## src/logic/mfw_pkg.sv

```systemverilog
// Package with register map, constants and carrier types of the frame exception and wake block.
package mfw_pkg;
  // ----------------------------------------
  // Register byte offsets
  // ----------------------------------------
  localparam logic [7:0] OFS_MAIN = 8'h00;
  localparam logic [7:0] OFS_FEAT = 8'h04;
  localparam logic [7:0] OFS_PWR = 8'h08;
  localparam logic [7:0] OFS_MODE = 8'h0c;
  localparam logic [7:0] OFS_FTH = 8'h10;
  localparam logic [7:0] OFS_TEST = 8'h14;
  localparam logic [7:0] OFS_ADRL = 8'h18;
  localparam logic [7:0] OFS_ADRH = 8'h1c;
  localparam logic [7:0] OFS_TXST = 8'h20;
  // ----------------------------------------
  // Field positions
  // ----------------------------------------
  localparam int B_COLLISION_ERROR_BIT = 0;
  localparam int B_ERR = 1;
  localparam int B_GLOBAL_INTERRUPT_ENABLE = 6;
  localparam int B_PADSTRIP = 10;
  localparam int B_PERMIT = 1;
  localparam int B_SWWAKE = 2;
  localparam int B_WAKEIE = 3;
  localparam int B_WAKERX = 4;
  localparam int B_SUSP = 5;
  localparam int B_ACCEPT_ALL_FRAMES = 0;
  localparam int B_BCDIS = 1;
  localparam int B_TPSEL = 2;
  localparam int B_RPA = 0;
  // ----------------------------------------
  // Reset values and timing counts
  // ----------------------------------------
  localparam logic [1:0] RECEIVE_FIFO_WATERMARK_RST = 2'h2;
  localparam logic [9:0] SLOT_BITS = 10'h200;
  localparam logic [5:0] SQE_BITS = 6'h28;
  localparam logic [10:0] MIN_FRAME = 11'h040;
  localparam logic [15:0] PAD_MIN_LEN = 16'h002e;
  localparam logic [10:0] HDR_BYTES = 11'h00e;
  localparam logic [4:0] WAKE_REPEATS = 5'h10;
  localparam logic [31:0] CRC_POLY = 32'hedb88320;
  localparam logic [31:0] CRC_RESIDUE = 32'hdebb20e3;
  // ----------------------------------------
  // Carrier types
  // ----------------------------------------
  typedef struct packed {
    logic valid;
    logic sof;
    logic eof;
    logic [7:0] data;
  } mfw_byte_t;
  typedef struct packed {
    logic done;
    logic retry;
    logic carrierLost;
    logic lateCol;
  } mfw_txstat_t;
  typedef struct packed {
    logic commit;
    logic discard;
    logic crcErr;
  } mfw_rxend_t;
  typedef enum logic [1:0] {
    PW_NORMAL = 2'b00,
    PW_DRAIN = 2'b01,
    PW_SUSP = 2'b10
  } mfw_pw_t;
  typedef struct packed {
    logic [4:0] sync1;
    logic [4:0] sync2;
    logic pready;
    logic pslverr;
    logic [31:0] prdata;
    logic global_interrupt_enable;
    logic collision_error_bit;
    logic err;
    logic padStrip;
    logic permit;
    logic swWake;
    logic wakeIe;
    logic wakeRx;
    logic accept_all_frames;
    logic bcDis;
    logic tpSel;
    logic [1:0] receive_fifo_watermark;
    logic runt_accept_enable;
    logic [47:0] sta;
    logic txBusy;
    logic seen;
    logic drop;
    logic tpFault;
    logic [9:0] slotCnt;
    logic sqeOn;
    logic [5:0] sqeCnt;
    mfw_txstat_t txSt;
    logic lastLcar;
    logic lastLcol;
    logic rxBusy;
    logic [10:0] rxCnt;
    logic [7:0] lenHi;
    logic strip;
    logic [10:0] keep;
    logic match;
    logic bcast;
    logic rxCol;
    logic [31:0] crc;
    mfw_byte_t rxOut;
    mfw_rxend_t rxEnd;
    mfw_pw_t pw;
    logic susp;
    logic flush;
    logic [2:0] wIdx;
    logic [4:0] wRep;
    logic interrupt_output;
  } mfw_state_t;
endpackage : mfw_pkg

```

## src/logic/mfw_core.sv

```systemverilog
// Frame exception handling, receive filtering and wake-frame suspend of a 10 Mb/s MAC.
// Notes on behaviour
// - On AUI, missing or dropped looped-back carrier sets carrier-lost after the frame.
// - A carrier-lost frame is never retried for that reason.
// - On twisted pair, jabber or link fail during transmit sets carrier-lost.
// - Collision after 512 bit times abandons the frame, flags late collision, no retry.
// - On AUI, no collision pair within 40 bit times after transmit sets collision error.
// - On twisted pair, link fail after transmit sets collision error.
// - Collision error never drives interrupt but sets the summary error bit.
// - Accept-all takes every frame meeting minimum length, overriding broadcast disable.
// - Receive FIFO watermark resets to 10b, a threshold of 64 bytes.
// - Pad-strip enable, bit 10, removes pad and checksum before the FIFO.
// - Length below 46 strips pad; length or type of 46 or more passes unmodified.
// - Checksum is checked over all received bytes and reported even when stripped.
// - Frames colliding within 512 bit times of start are deleted silently.
// - Frames under 64 bytes are discarded unless runt accept is enabled.
// - Suspend waits for transfers to finish, then flushes the receive FIFO.
// - Wake frame holds the station address sixteen times in a row, LSB first.
// - Sleep input low enters suspend; its release returns to normal operation.
// - Software wake enable, bit 2, enters suspend; clearing it leaves.
// - A wake frame sets the wake-received flag, bit 4, and the indicator output.
// - Wake interrupt needs both wake interrupt enable and global interrupt enable.
//
// Decided for this implementation: register access over APB and the register addresses.
module mfw_core import mfw_pkg::*; (
  // Clock and reset.
  input wire logic clk,
  input wire logic arst_n,
  // APB slave.
  input wire logic psel,
  input wire logic penable,
  input wire logic pwrite,
  input wire logic [7:0] paddr,
  input wire logic [31:0] pwdata,
  output logic [31:0] prdata,
  output logic pready,
  output logic pslverr,
  // Network pins, asynchronous.
  input wire logic rxCarrier,
  input wire logic collisionPair,
  input wire logic linkFail,
  input wire logic jabber,
  input wire logic sleepReq_n,
  // Transmit engine.
  input wire logic txStart,
  input wire logic txEnd,
  input wire logic txBitTick,
  output mfw_txstat_t txStatus,
  // Receive byte stream and FIFO side.
  input mfw_byte_t rxIn,
  output mfw_byte_t rxFifo,
  output mfw_rxend_t rxFrameEnd,
  output logic [1:0] receiveFifoWatermark,
  output logic fifoFlush,
  // Power and indication.
  output logic suspended,
  output logic wakeIndicator,
  output logic interruptOutput
);
  // ----------------------------------------
  // State and combinational temporaries
  // ----------------------------------------
  mfw_state_t s;
  mfw_state_t n;
  logic crs, col, lf, jab, slp;
  logic wr, wMain, wPwr;
  logic cerrSet, wakeSet, req, bad;
  logic [10:0] idx;
  logic [15:0] len;
  logic [31:0] crcV;

  // Synchronised pins.
  assign crs = s.sync2[0];
  assign col = s.sync2[1];
  assign lf = s.sync2[2];
  assign jab = s.sync2[3];
  assign slp = s.sync2[4];

  // ----------------------------------------
  // Next-state logic
  // ----------------------------------------
  // Computes the whole next state from the current state and inputs.
  always_comb begin
    n = s;
    cerrSet = 1'b0;
    wakeSet = 1'b0;
    bad = 1'b0;
    len = 16'h0000;
    idx = s.rxCnt;
    crcV = s.crc;
    n.sync1 = {~sleepReq_n, jabber, linkFail, collisionPair, rxCarrier};
    n.sync2 = s.sync1;
    n.txSt = '0;
    n.rxOut = '0;
    n.rxEnd = '0;
    n.flush = 1'b0;
    // Bus: answer in the first access cycle, data prepared in setup.
    wr = psel & penable & s.pready & pwrite;
    wMain = wr && paddr == OFS_MAIN;
    wPwr = wr && paddr == OFS_PWR;
    n.pready = psel & ~penable;
    n.pslverr = 1'b0;
    n.prdata = 32'h0000_0000;
    if (psel && !penable) begin
      unique case (paddr)
        OFS_MAIN: begin
          n.prdata[B_COLLISION_ERROR_BIT] = s.collision_error_bit;
          n.prdata[B_ERR] = s.err;
          n.prdata[B_GLOBAL_INTERRUPT_ENABLE] = s.global_interrupt_enable;
        end
        OFS_FEAT: n.prdata[B_PADSTRIP] = s.padStrip;
        OFS_PWR: begin
          n.prdata[B_PERMIT] = s.permit;
          n.prdata[B_SWWAKE] = s.swWake;
          n.prdata[B_WAKEIE] = s.wakeIe;
          n.prdata[B_WAKERX] = s.wakeRx;
          n.prdata[B_SUSP] = s.susp;
        end
        OFS_MODE: begin
          n.prdata[B_ACCEPT_ALL_FRAMES] = s.accept_all_frames;
          n.prdata[B_BCDIS] = s.bcDis;
          n.prdata[B_TPSEL] = s.tpSel;
        end
        OFS_FTH: n.prdata[1:0] = s.receive_fifo_watermark;
        OFS_TEST: n.prdata[B_RPA] = s.runt_accept_enable;
        OFS_ADRL: n.prdata = s.sta[31:0];
        OFS_ADRH: n.prdata[15:0] = s.sta[47:32];
        OFS_TXST: n.prdata[1:0] = {s.lastLcol, s.lastLcar};
        default: n.pslverr = 1'b1;
      endcase
    end
    // Register writes; status bits clear by writing one.
    if (wMain) begin
      n.global_interrupt_enable = pwdata[B_GLOBAL_INTERRUPT_ENABLE];
      n.collision_error_bit = s.collision_error_bit & ~pwdata[B_COLLISION_ERROR_BIT];
      n.err = s.err & ~pwdata[B_ERR];
    end
    if (wr && paddr == OFS_FEAT) n.padStrip = pwdata[B_PADSTRIP];
    if (wPwr) begin
      n.permit = pwdata[B_PERMIT];
      n.swWake = pwdata[B_SWWAKE];
      n.wakeIe = pwdata[B_WAKEIE];
      n.wakeRx = s.wakeRx & ~pwdata[B_WAKERX];
    end
    if (wr && paddr == OFS_MODE) begin
      n.accept_all_frames = pwdata[B_ACCEPT_ALL_FRAMES];
      n.bcDis = pwdata[B_BCDIS];
      n.tpSel = pwdata[B_TPSEL];
    end
    if (wr && paddr == OFS_FTH) n.receive_fifo_watermark = pwdata[1:0];
    if (wr && paddr == OFS_TEST) n.runt_accept_enable = pwdata[B_RPA];
    if (wr && paddr == OFS_ADRL) n.sta[31:0] = pwdata;
    if (wr && paddr == OFS_ADRH) n.sta[47:32] = pwdata[15:0];

    // Collision-error test window after a transmit on the AUI port.
    if (s.sqeOn) begin
      if (col) begin
        n.sqeOn = 1'b0;
      end else if (txBitTick) begin
        n.sqeCnt = s.sqeCnt + 6'h01;
        if (s.sqeCnt == SQE_BITS - 6'h01) begin
          n.sqeOn = 1'b0;
          cerrSet = 1'b1;
        end
      end
    end
    // Transmit attempt supervision.
    if (s.txBusy) begin
      if (txBitTick && s.slotCnt != SLOT_BITS) n.slotCnt = s.slotCnt + 10'h001;
      if (crs) n.seen = 1'b1;
      if (s.seen && !crs) n.drop = 1'b1;
      if (lf || jab) n.tpFault = 1'b1;
      if (col && s.slotCnt == SLOT_BITS) begin
        n.txBusy = 1'b0;
        n.txSt = '{done: 1'b1, retry: 1'b0, carrierLost: 1'b0, lateCol: 1'b1};
        n.lastLcol = 1'b1;
        n.lastLcar = 1'b0;
      end else if (col && !s.tpSel) begin
        n.txBusy = 1'b0;
        n.txSt.done = 1'b1;
        n.txSt.retry = 1'b1;
      end else if (txEnd) begin
        n.txBusy = 1'b0;
        n.txSt.done = 1'b1;
        n.txSt.carrierLost = s.tpSel ? (s.tpFault | lf | jab) : (~(s.seen | crs) | s.drop);
        n.txSt.retry = 1'b0;
        n.lastLcar = n.txSt.carrierLost;
        n.lastLcol = 1'b0;
        n.sqeOn = ~s.tpSel;
        n.sqeCnt = 6'h00;
        if (s.tpSel && lf) cerrSet = 1'b1;
      end
    end else if (txStart && s.pw == PW_NORMAL) begin
      n.txBusy = 1'b1;
      n.slotCnt = 10'h000;
      n.seen = 1'b0;
      n.drop = 1'b0;
      n.tpFault = 1'b0;
      n.sqeOn = 1'b0;
    end

    // Receive path, active outside suspend.
    if (s.rxBusy && col && s.rxCnt < MIN_FRAME) n.rxCol = 1'b1;
    if (rxIn.valid && s.pw != PW_SUSP && (s.rxBusy || (rxIn.sof && s.pw == PW_NORMAL))) begin
      if (rxIn.sof) begin
        idx = 11'h000;
        crcV = 32'hffff_ffff;
        n.match = 1'b1;
        n.bcast = 1'b1;
        n.strip = 1'b0;
        n.rxCol = col;
      end
      n.rxBusy = 1'b1;
      crcV = crcV ^ {24'h000000, rxIn.data};
      for (int b = 0; b < 8; b++) begin
        crcV = crcV[0] ? ((crcV >> 1) ^ CRC_POLY) : (crcV >> 1);
      end
      n.crc = crcV;
      if (idx < 11'h006) begin
        if (rxIn.data != s.sta[8 * idx[2:0] +: 8]) n.match = 1'b0;
        if (rxIn.data != 8'hff) n.bcast = 1'b0;
      end
      if (idx == 11'h00c) n.lenHi = rxIn.data;
      if (idx == 11'h00d) begin
        len = {s.lenHi, rxIn.data};
        n.strip = s.padStrip && len < PAD_MIN_LEN;
        n.keep = HDR_BYTES + len[10:0];
      end
      n.rxOut.valid = ~s.strip | (idx < s.keep);
      n.rxOut.sof = rxIn.sof;
      n.rxOut.data = rxIn.data;
      if (idx != 11'h7ff) n.rxCnt = idx + 11'h001;
      if (rxIn.eof) begin
        bad = (idx + 11'h001 < MIN_FRAME && !s.runt_accept_enable) || n.rxCol;
        bad = bad || !(s.accept_all_frames || n.match || (n.bcast && !s.bcDis));
        n.rxBusy = 1'b0;
        n.rxOut.eof = 1'b1;
        n.rxEnd.commit = ~bad;
        n.rxEnd.discard = bad;
        n.rxEnd.crcErr = ~bad & (crcV != CRC_RESIDUE);
      end
    end

    // Wake-frame matcher, active only in suspend.
    if (rxIn.valid && s.pw == PW_SUSP) begin
      n.wIdx = rxIn.sof ? 3'h0 : s.wIdx;
      n.wRep = rxIn.sof ? 5'h00 : s.wRep;
      if (rxIn.data == s.sta[8 * n.wIdx +: 8]) begin
        if (n.wIdx == 3'h5) begin
          n.wIdx = 3'h0;
          if (n.wRep == WAKE_REPEATS - 5'h01) wakeSet = 1'b1;
          if (n.wRep != WAKE_REPEATS) n.wRep = n.wRep + 5'h01;
        end else begin
          n.wIdx = n.wIdx + 3'h1;
        end
      end else begin
        n.wIdx = {2'b00, rxIn.data == s.sta[7:0]};
        n.wRep = 5'h00;
      end
    end

    // Suspend control from the sleep pin or the software bit.
    req = s.permit & (s.swWake | slp);
    unique case (s.pw)
      PW_NORMAL: if (req) n.pw = PW_DRAIN;
      PW_DRAIN: begin
        if (!req) begin
          n.pw = PW_NORMAL;
        end else if (!s.txBusy && !s.rxBusy) begin
          n.pw = PW_SUSP;
          n.flush = 1'b1;
          n.wIdx = 3'h0;
          n.wRep = 5'h00;
        end
      end
      PW_SUSP: if (!req) n.pw = PW_NORMAL;
      default: n.pw = PW_NORMAL;
    endcase
    n.susp = n.pw == PW_SUSP;

    // Sticky flags: the hardware set wins over a clear in the same cycle.
    n.collision_error_bit = n.collision_error_bit | cerrSet;
    n.err = n.err | cerrSet;
    n.wakeRx = n.wakeRx | wakeSet;
    n.interrupt_output = n.wakeRx & n.wakeIe & n.global_interrupt_enable;
  end

  // ----------------------------------------
  // State register
  // ----------------------------------------
  // Registers the whole state; reset gives constants only.
  always_ff @(posedge clk or negedge arst_n) begin
    if (!arst_n) begin
      s <= '0;
      s.receive_fifo_watermark <= RECEIVE_FIFO_WATERMARK_RST;
      s.pw <= PW_NORMAL;
    end else begin
      s <= n;
    end
  end

  // Outputs straight from the state register.
  assign prdata = s.prdata;
  assign pready = s.pready;
  assign pslverr = s.pslverr;
  assign txStatus = s.txSt;
  assign rxFifo = s.rxOut;
  assign rxFrameEnd = s.rxEnd;
  assign receiveFifoWatermark = s.receive_fifo_watermark;
  assign fifoFlush = s.flush;
  assign suspended = s.susp;
  assign wakeIndicator = s.wakeRx;
  assign interruptOutput = s.interrupt_output;
endmodule : mfw_core

```

## config.mk

```make
export PLATFORM = sky130hd
export DESIGN_NAME = mfw_core
export DESIGN_NICKNAME = d
export VERILOG_FILES = /design/src/logic/mfw_pkg.sv /design/src/logic/mfw_core.sv
export SDC_FILE = /design/constraint.sdc
export NUM_CORES = 1
export LEC_CHECK = 0
export ABC_AREA = 1
export BUFFER_PORTS_ARGS = -buffer_cell sky130_fd_sc_hd__buf_2
export CORE_MARGIN = 2
export CORE_UTILIZATION = 56
export DETAILED_ROUTE_END_ITERATION = 10
export PLACE_DENSITY_LB_ADDON = 0.15
export RECOVER_POWER = 50
export SYNTH_ARGS = -nofsm -noshare
export SYNTH_HDL_FRONTEND = slang
export SYNTH_SLANG_ARGS = --single-unit
```

## constraint.sdc

```tcl
create_clock -name clk -period 5.3 [get_ports clk]
set_clock_uncertainty 0.1 [all_clocks]
set_input_delay 0.795 -clock clk [delete_from_list [all_inputs] [get_ports clk]]
set_output_delay 0.795 -clock clk [all_outputs]
set_load 0.01 [all_outputs]
```

==> results of run 1 <==
power by group:
part           total (W)  internal [W]  switching [W]
Combinational    0.00109      0.000344       0.000749
Sequential       0.00200       0.00188       0.000115
Clock            0.00187       0.00114       0.000723
flip-flops by register name, indices dropped and copies added, names as in the netlist, 2 cells and up:
register / flops
s: 160
prdata: 32
rxFifo: 11
n: 5
txStatus: 4
rxFrameEnd: 3
receiveFifoWatermark: 2
per-stage QoR:
| step | utilization [%] | instances | setup WS (ps) | total power, W | instance area, um2 |
|---|---|---|---|---|---|
| floorplan | - | 1781 | 2720 | 0.00278 | 12900 |
| finish | 62.6 | 2129 | 1550 | 0.00496 | 14200 |
| CTS | 62.7 | 2129 | 2060 | 0.00496 | 14200 |
| global route | 62.6 | 2129 | 1200 | 0.00522 | 14200 |
| detailed placement | 58.8 | 2084 | 1520 | 0.00309 | 13300 |
| global placement | 58.8 | 2084 | 1550 | 0.00308 | 13300 |
worst max-delay path, cell delays in order:
cell and delay (ps):
buf_2 70, nor2_1 50, inv_1 100, nor2_1 50, inv_1 60, nor2_1 50, nand2_1 50, clkbuf_1 830
clkinv_1 610, nand2_2 960, mux2_2 420
synth_stat cells, types with 4 or more instances:
library cell,number,area share [%]
nand4_1,24,1.2
o211ai_1,9,0.52
o221ai_1,12,0.81
a31oi_1,14,0.68
nand2_1,586,17
xnor2_1,8,0.54
xor2_1,19,1.3
nor3_1,36,1.4
nor4_1,7,0.34
dfrtp_1,226,44
ha_1,18,1.7
nor2_1,146,4.2
o22ai_1,4,0.19
a21oi_1,49,1.9
inv_2,8,0.23
nand3_1,132,5.1
nand2_2,6,0.29
a221oi_1,4,0.27
nand3b_1,4,0.23
clkbuf_1,28,0.81
or2_2,10,0.48
o21ai_0,120,4.6
o31ai_1,5,0.29
buf_2,22,0.85
inv_1,183,5.3
o21ai_1,12,0.46
nor2_2,5,0.24
buf_4,55,3.2
metal layers:
metal,GRT usage (%),routed length [um],up-vias
li1,-,-,5772
met1,43.3,16500,5511
met4,11.0,1400,0
met5,0,0,-
met2,46.0,15400,476
met3,3.31,2330,85
layout by cell type, fill, tap and decap left out, types with 9 or more instances in the layout:
| cell | instances |
|---|---|
| a21oi_1 | 49 |
| a31oi_1 | 14 |
| buf_2 | 119 |
| clkbuf_16 | 26 |
| dfrtp_1 | 226 |
| ha_1 | 18 |
| inv_1 | 183 |
| nand2_1 | 585 |
| nand3_1 | 132 |
| nand4_1 | 24 |
| nor2_1 | 146 |
| nor3_1 | 36 |
| o211ai_1 | 9 |
| o21ai_0 | 120 |
| o21ai_1 | 12 |
| o221ai_1 | 12 |
| or2_2 | 10 |
| xor2_1 | 19 |
path summary, 6_finish.rpt:
| path | depth (start not counted) | slack, ps | to |
|---|---|---|---|
| max | 11 | 1550 | s[150] |
| min | 0 | 250 | jab |
| max reg2reg | 13 | 2130 | rxFrameEnd[0] |
| min reg2reg | 0 | 250 | jab |
| max in group asynchronous | 2 | 1890 | wakeIndicator |
| min in group asynchronous | 1 | 1080 | prdata[11] |
layout make-up:
class / instances / area share (%)
Clock inverter: 13 / 1.26
Tap cell: 285 / 2.52
Inverter: 194 / 5.14
Clock buffer: 32 / 5.03
Multi-Input combinational cell: 1250 / 41.4
Sequential cell: 227 / 40.1
Timing Repair Buffer: 128 / 4.59
kinds of logic (layout without fill, tap and decap cells):
| kind of cell | count (synthesis) | after routing | synth area share [%] |
|---|---|---|---|
| XOR/XNOR | 28 | 28 | 1.95 |
| AND/OR/NAND/NOR | 964 | 964 | 31.1 |
| adder cells (fa/ha/maj) | 18 | 18 | 1.74 |
| multiplexers | 2 | 2 | 0.174 |
| flip-flops | 227 | 227 | 43.9 |
| AO/OA/AOI/OAI | 238 | 238 | 10.4 |
| buffers and inverters | 304 | 367 | 10.8 |
==> reports/metrics.yaml, run 1 <==
sta:
  hold_viol: 0
  period_share_pct: 70.8
  min_period_ps: 3750
  slew_viol_final: 115
  whs_ps: 247
  rsz0062_at_grt: "no"
  relSlewSlack_pct: -91.2
  tns_ps: 0
  setup_viol: 0
  fmax_ghz: 0.266
  worstMarginPinSlew_ps: 2870
run_status:
  violations: "capacitance limit, slew limit"
  status: "finished with violations"
clock_network:
  cts_root_buffer: "clkbuf_16"
  insertion_delay_ps: 540
  cts_tree: "done"
  cts_buffers: 26
  cts.sinks: 227
  cts_setup_buffers: 0
  holdBufCountCts: 0
  clk_pin_slew_ps: 60
  cts_resized: 0
  clockBufferDepth: 3
  htreeDepth: 1
placed_design:
  dp.final_hpwl_um: 25600
  place_congestion: 1.05
  portBuffers: 121
worst_setup_path:
  worstSetupPathType: "input pin to flop"
  startpoint: "paddr[1]"
  critPathLaunchType: "input pin"
  cp.required_ps: 5620
  worstReg2RegStart: "s[82]"
  crit_path_max_fanout: 63
  cp.arrival_ps: 4070
  end_kind: "flop"
global_routing:
  grt-ovfl-total: 0
  grt_max_degree: 115
  antenna_found_initial: 0
  track_usage_pct: 29.7
  grt_pass1_vias: 11000
  grt_pass1_wl_um: 57700
detailed_routing:
  via_per_inst: 5.56
  drt-wirelength-per-cell_um: 16.8
  vias: 11800
  drc: 0
  routed_wl_um: 35700
  dr.pass1.iters: 5
  drt-initial-drc-count: 1095
  ant_nets: 0
final_layout:
  area.growth.synth_to_final_pct: 9.57
  n_antenna_cell: 0
  seq_area_um2: 5680
  final_nets: 1909
  drive_gt1_share_pct: 11.3
  fillerInstances: 2064
  multi_input_area_um2: 5870
hold_path:
  min_from: "n[220]"
  hold_class: "flop to flop"
floorplan:
  fp.dieW_um: 156
  core_um2: 22600
  die-area_um2: 24300
  io_pins: 122
  floorplan.rows: 55
  start_util_pct: 57.2
  fp.dieH_um: 156
synthesis:
  synth_ff_type: "dfrtp_1"
  async_flop_share_pct: 100
  synth_cell_types: 48
  postSynthCellCount: 1781
  synthesis.area_per_instance_um2: 7.27
  synth_warnings: 0
  synthesis.area_um2: 12900
  synth-seq-area-share_pct: 43.9
  synth_edf_count: 0
  ys_ff_latch: 227
  synth_nets: 1863
power_and_ir_drop:
  power_leakage_nw: 7.46
  power_density_nw_per_um2: 350
  irDropWorstVdd_uv: 292
run:
  cap_violations: 1
Power figures use the tool's default switching activity.
==> inputs of run 2 (changes only) <==
Settings changed: CORE_UTILIZATION 56 to 54.
Clock period 5.3 ns to 3.03 ns, I/O delays scaled along.
==> run 2 against run 1 <==
Against the previous run:
- setup slack worse by 1000 ps
- final area is 2.8% higher
- sequential power increased by 75%
- die area rose by 3.6%
- critical endpoint is now rxFrameEnd[0]
- the flow still finishes with violations (capacitance limit, slew limit)
==> reports/metrics.yaml, run 2 (synthesis results as in run 1) <==
final_layout:
  n_antenna_cell: 0  # unchanged
  final_common_cell: "nand2_1"  # unchanged
  layout_common_cells: "nand2_1 (585), dfrtp_1 (226), inv_1 (183)"  # unchanged
  fillerInstances: 2201  # was 2,064
  largest_register: "s"  # unchanged
  stdcell_area_um2: 14600  # was 14,200 um2
  drive_gt1_share_pct: 13.0  # was 11.3%
  area.growth.synth_to_final_pct: 12.6  # was 9.57%
  largest_register_ffs: 160  # unchanged
  final_nets: 1957  # was 1,909
power_and_ir_drop:
  power_density_nw_per_um2: 591  # was 350 nW/um2
  power_leakage_nw: 7.66  # was 7.46 nW
  irDropWorstVdd_uv: 487  # was 292 uV
  total_power_w: 0.00862  # was 0.00496 W
clock_network:
  insertion_delay_ps: 530  # was 540 ps
  htreeDepth: 1  # unchanged
  cts.sinks: 227  # unchanged
  cts_tree: "done"  # unchanged
  cts_resized: 0  # unchanged
  clk_pin_slew_ps: 60  # about the same
  cts_buffers: 25  # was 26
  cts_setup_buffers: 0  # unchanged
  clockBufferDepth: 3  # unchanged
  cts_root_buffer: "clkbuf_16"  # unchanged
floorplan:
  core_um2: 23500  # was 22,600 um2
  die-area_um2: 25200  # was 24,300 um2
  start_util_pct: 55.1  # was 57.2%
  floorplan.rows: 56  # was 55
  io_pins: 122  # unchanged
  fp.dieH_um: 159  # was 156 um
  fp.dieW_um: 159  # was 156 um
detailed_routing:
  via_per_inst: 5.40  # was 5.56
  routed_wl_um: 37700  # was 35,700 um
  drt-initial-drc-count: 846  # was 1,095
  drc: 0  # unchanged
  vias: 11900  # was 11,800
  dr.pass1.iters: 5  # unchanged
  drt-wirelength-per-cell_um: 17.1  # was 16.8 um
  ant_nets: 0  # unchanged
worst_setup_path:
  cp.required_ps: 3340  # was 5620 ps
  end_kind: "flop"  # unchanged
  cp.arrival_ps: 2840  # was 4070 ps
  crit_path_max_fanout: 10  # was 63
  worstSetupPathType: "flop to flop"  # was input pin to flop
  critPathLaunchType: "flop"  # was input pin
run:
  cap_violations: 1  # unchanged
sta:
  period_share_pct: 83.6
  tns_ps: 0  # unchanged
  worstMarginPinSlew_ps: 1920  # was 2870 ps
  min_period_ps: 2530
  hold_viol: 0  # unchanged
  setup_viol: 0  # unchanged
  fmax_ghz: 0.395
  slew_viol_final: 74  # was 115
  relSlewSlack_pct: -27.8  # was -91.2%
  rsz0062_at_grt: "no"  # unchanged
global_routing:
  track_usage_pct: 30.3  # was 29.7%
  grt_pass1_wl_um: 61600  # was 57,700 um
  grt_max_degree: 75  # was 115
  grt_pass1_vias: 11500  # was 11,000
  grt-ovfl-total: 0  # unchanged
  antenna_found_initial: 1  # was 0
run_status:
  violations: "capacitance limit, slew limit"  # unchanged
  status: "finished with violations"  # unchanged
placed_design:
  place_area_um2: 13700  # was 13,300 um2
  place_congestion: 0.942  # was 1.05
  dp.final_hpwl_um: 27800  # was 25,600 um
  portBuffers: 121  # unchanged
hold_path:
  hold_class: "input pin to flop"  # was flop to flop
## run 2: changes by cell type in the layout (fill, tap and decap cells not counted), sizes merged
cell	before	now
clkbuf	36	41
clkinvlp	1	2
clkinv	11	10
bufinv	4	3
dlygate4sd3	0	6
buf	124	163
## run 2: layer usage
metal  wire length (um)  track usage, %  vias up
met5                 13               0        -
met4               1170            9.59        2
met3               2400            4.78       69
met2              16900            47.8      410
met1              17300            43.2     5588
li1                   -               -     5875
## run 2: metrics by stage
step | util (%) | worst slack [ps] | hold WS (ps) | instances
floorplan | - | 788 | 58.9 | 1781
global placement | 58.3 | 91.2 | 232 | 2161
detailed placement | 58.3 | 69.3 | 236 | 2161
CTS | 62.2 | 538 | 29.9 | 2212
global route | 62.1 | 125 | 33.1 | 2212
finish | 62.1 | 498 | 43.1 | 2212
## run 2: critical path, stage by stage, from the launching register on
cell	delay, ps
dfrtp_1	400
o21ai_1	190
nand2_1	180
inv_1	220
nand2_1	90
nand2_2	250
ha_1	200
nand3_1	70
nor2_1	130
nand3_1	80
nor2_1	120
nand2_1	60
nor2_1	90
nand2_1	60
nor2_1	100
nor2_1	60
## run 2: area by class of cell
type	instances	area, um2	share of cell area [%]
Clock inverter	12	144	0.988
Timing Repair Buffer	177	1040	7.15
Clock buffer	33	706	4.84
Sequential cell	227	5680	39.0
Inverter	194	728	5.00
Tap cell	319	399	2.74
Multi-Input combinational cell	1250	5870	40.3
## run 2: path summary, 6_finish.rpt
path / startpoint / to / slack [ps] / cells past startpoint
max: s[27] / rxFrameEnd[0] / 500 / 15
min: txEnd / s[120] / 40 / 2
max reg2reg: s[27] / rxFrameEnd[0] / 500 / 15
min reg2reg: n[218] / col / 250 / 0
max in group asynchronous: arst_n / s[48] / 550 / 3
min in group asynchronous: arst_n / prdata[11] / 900 / 2
## run 2: power by group
group	total (W)	switching, W	leakage [nW]	internal, W
logic	0.00199	0.00132	4.29	0.000667
clock network	0.00313	0.00125	0.418	0.00189
registers	0.00349	0.000197	2.95	0.00329
## run 2: repair_timing
action | in CTS | in global routing
hold buffers | 6 | 0
endpoints found under the setup margin | 0 | 0
endpoints found under the hold margin | 73 | 0
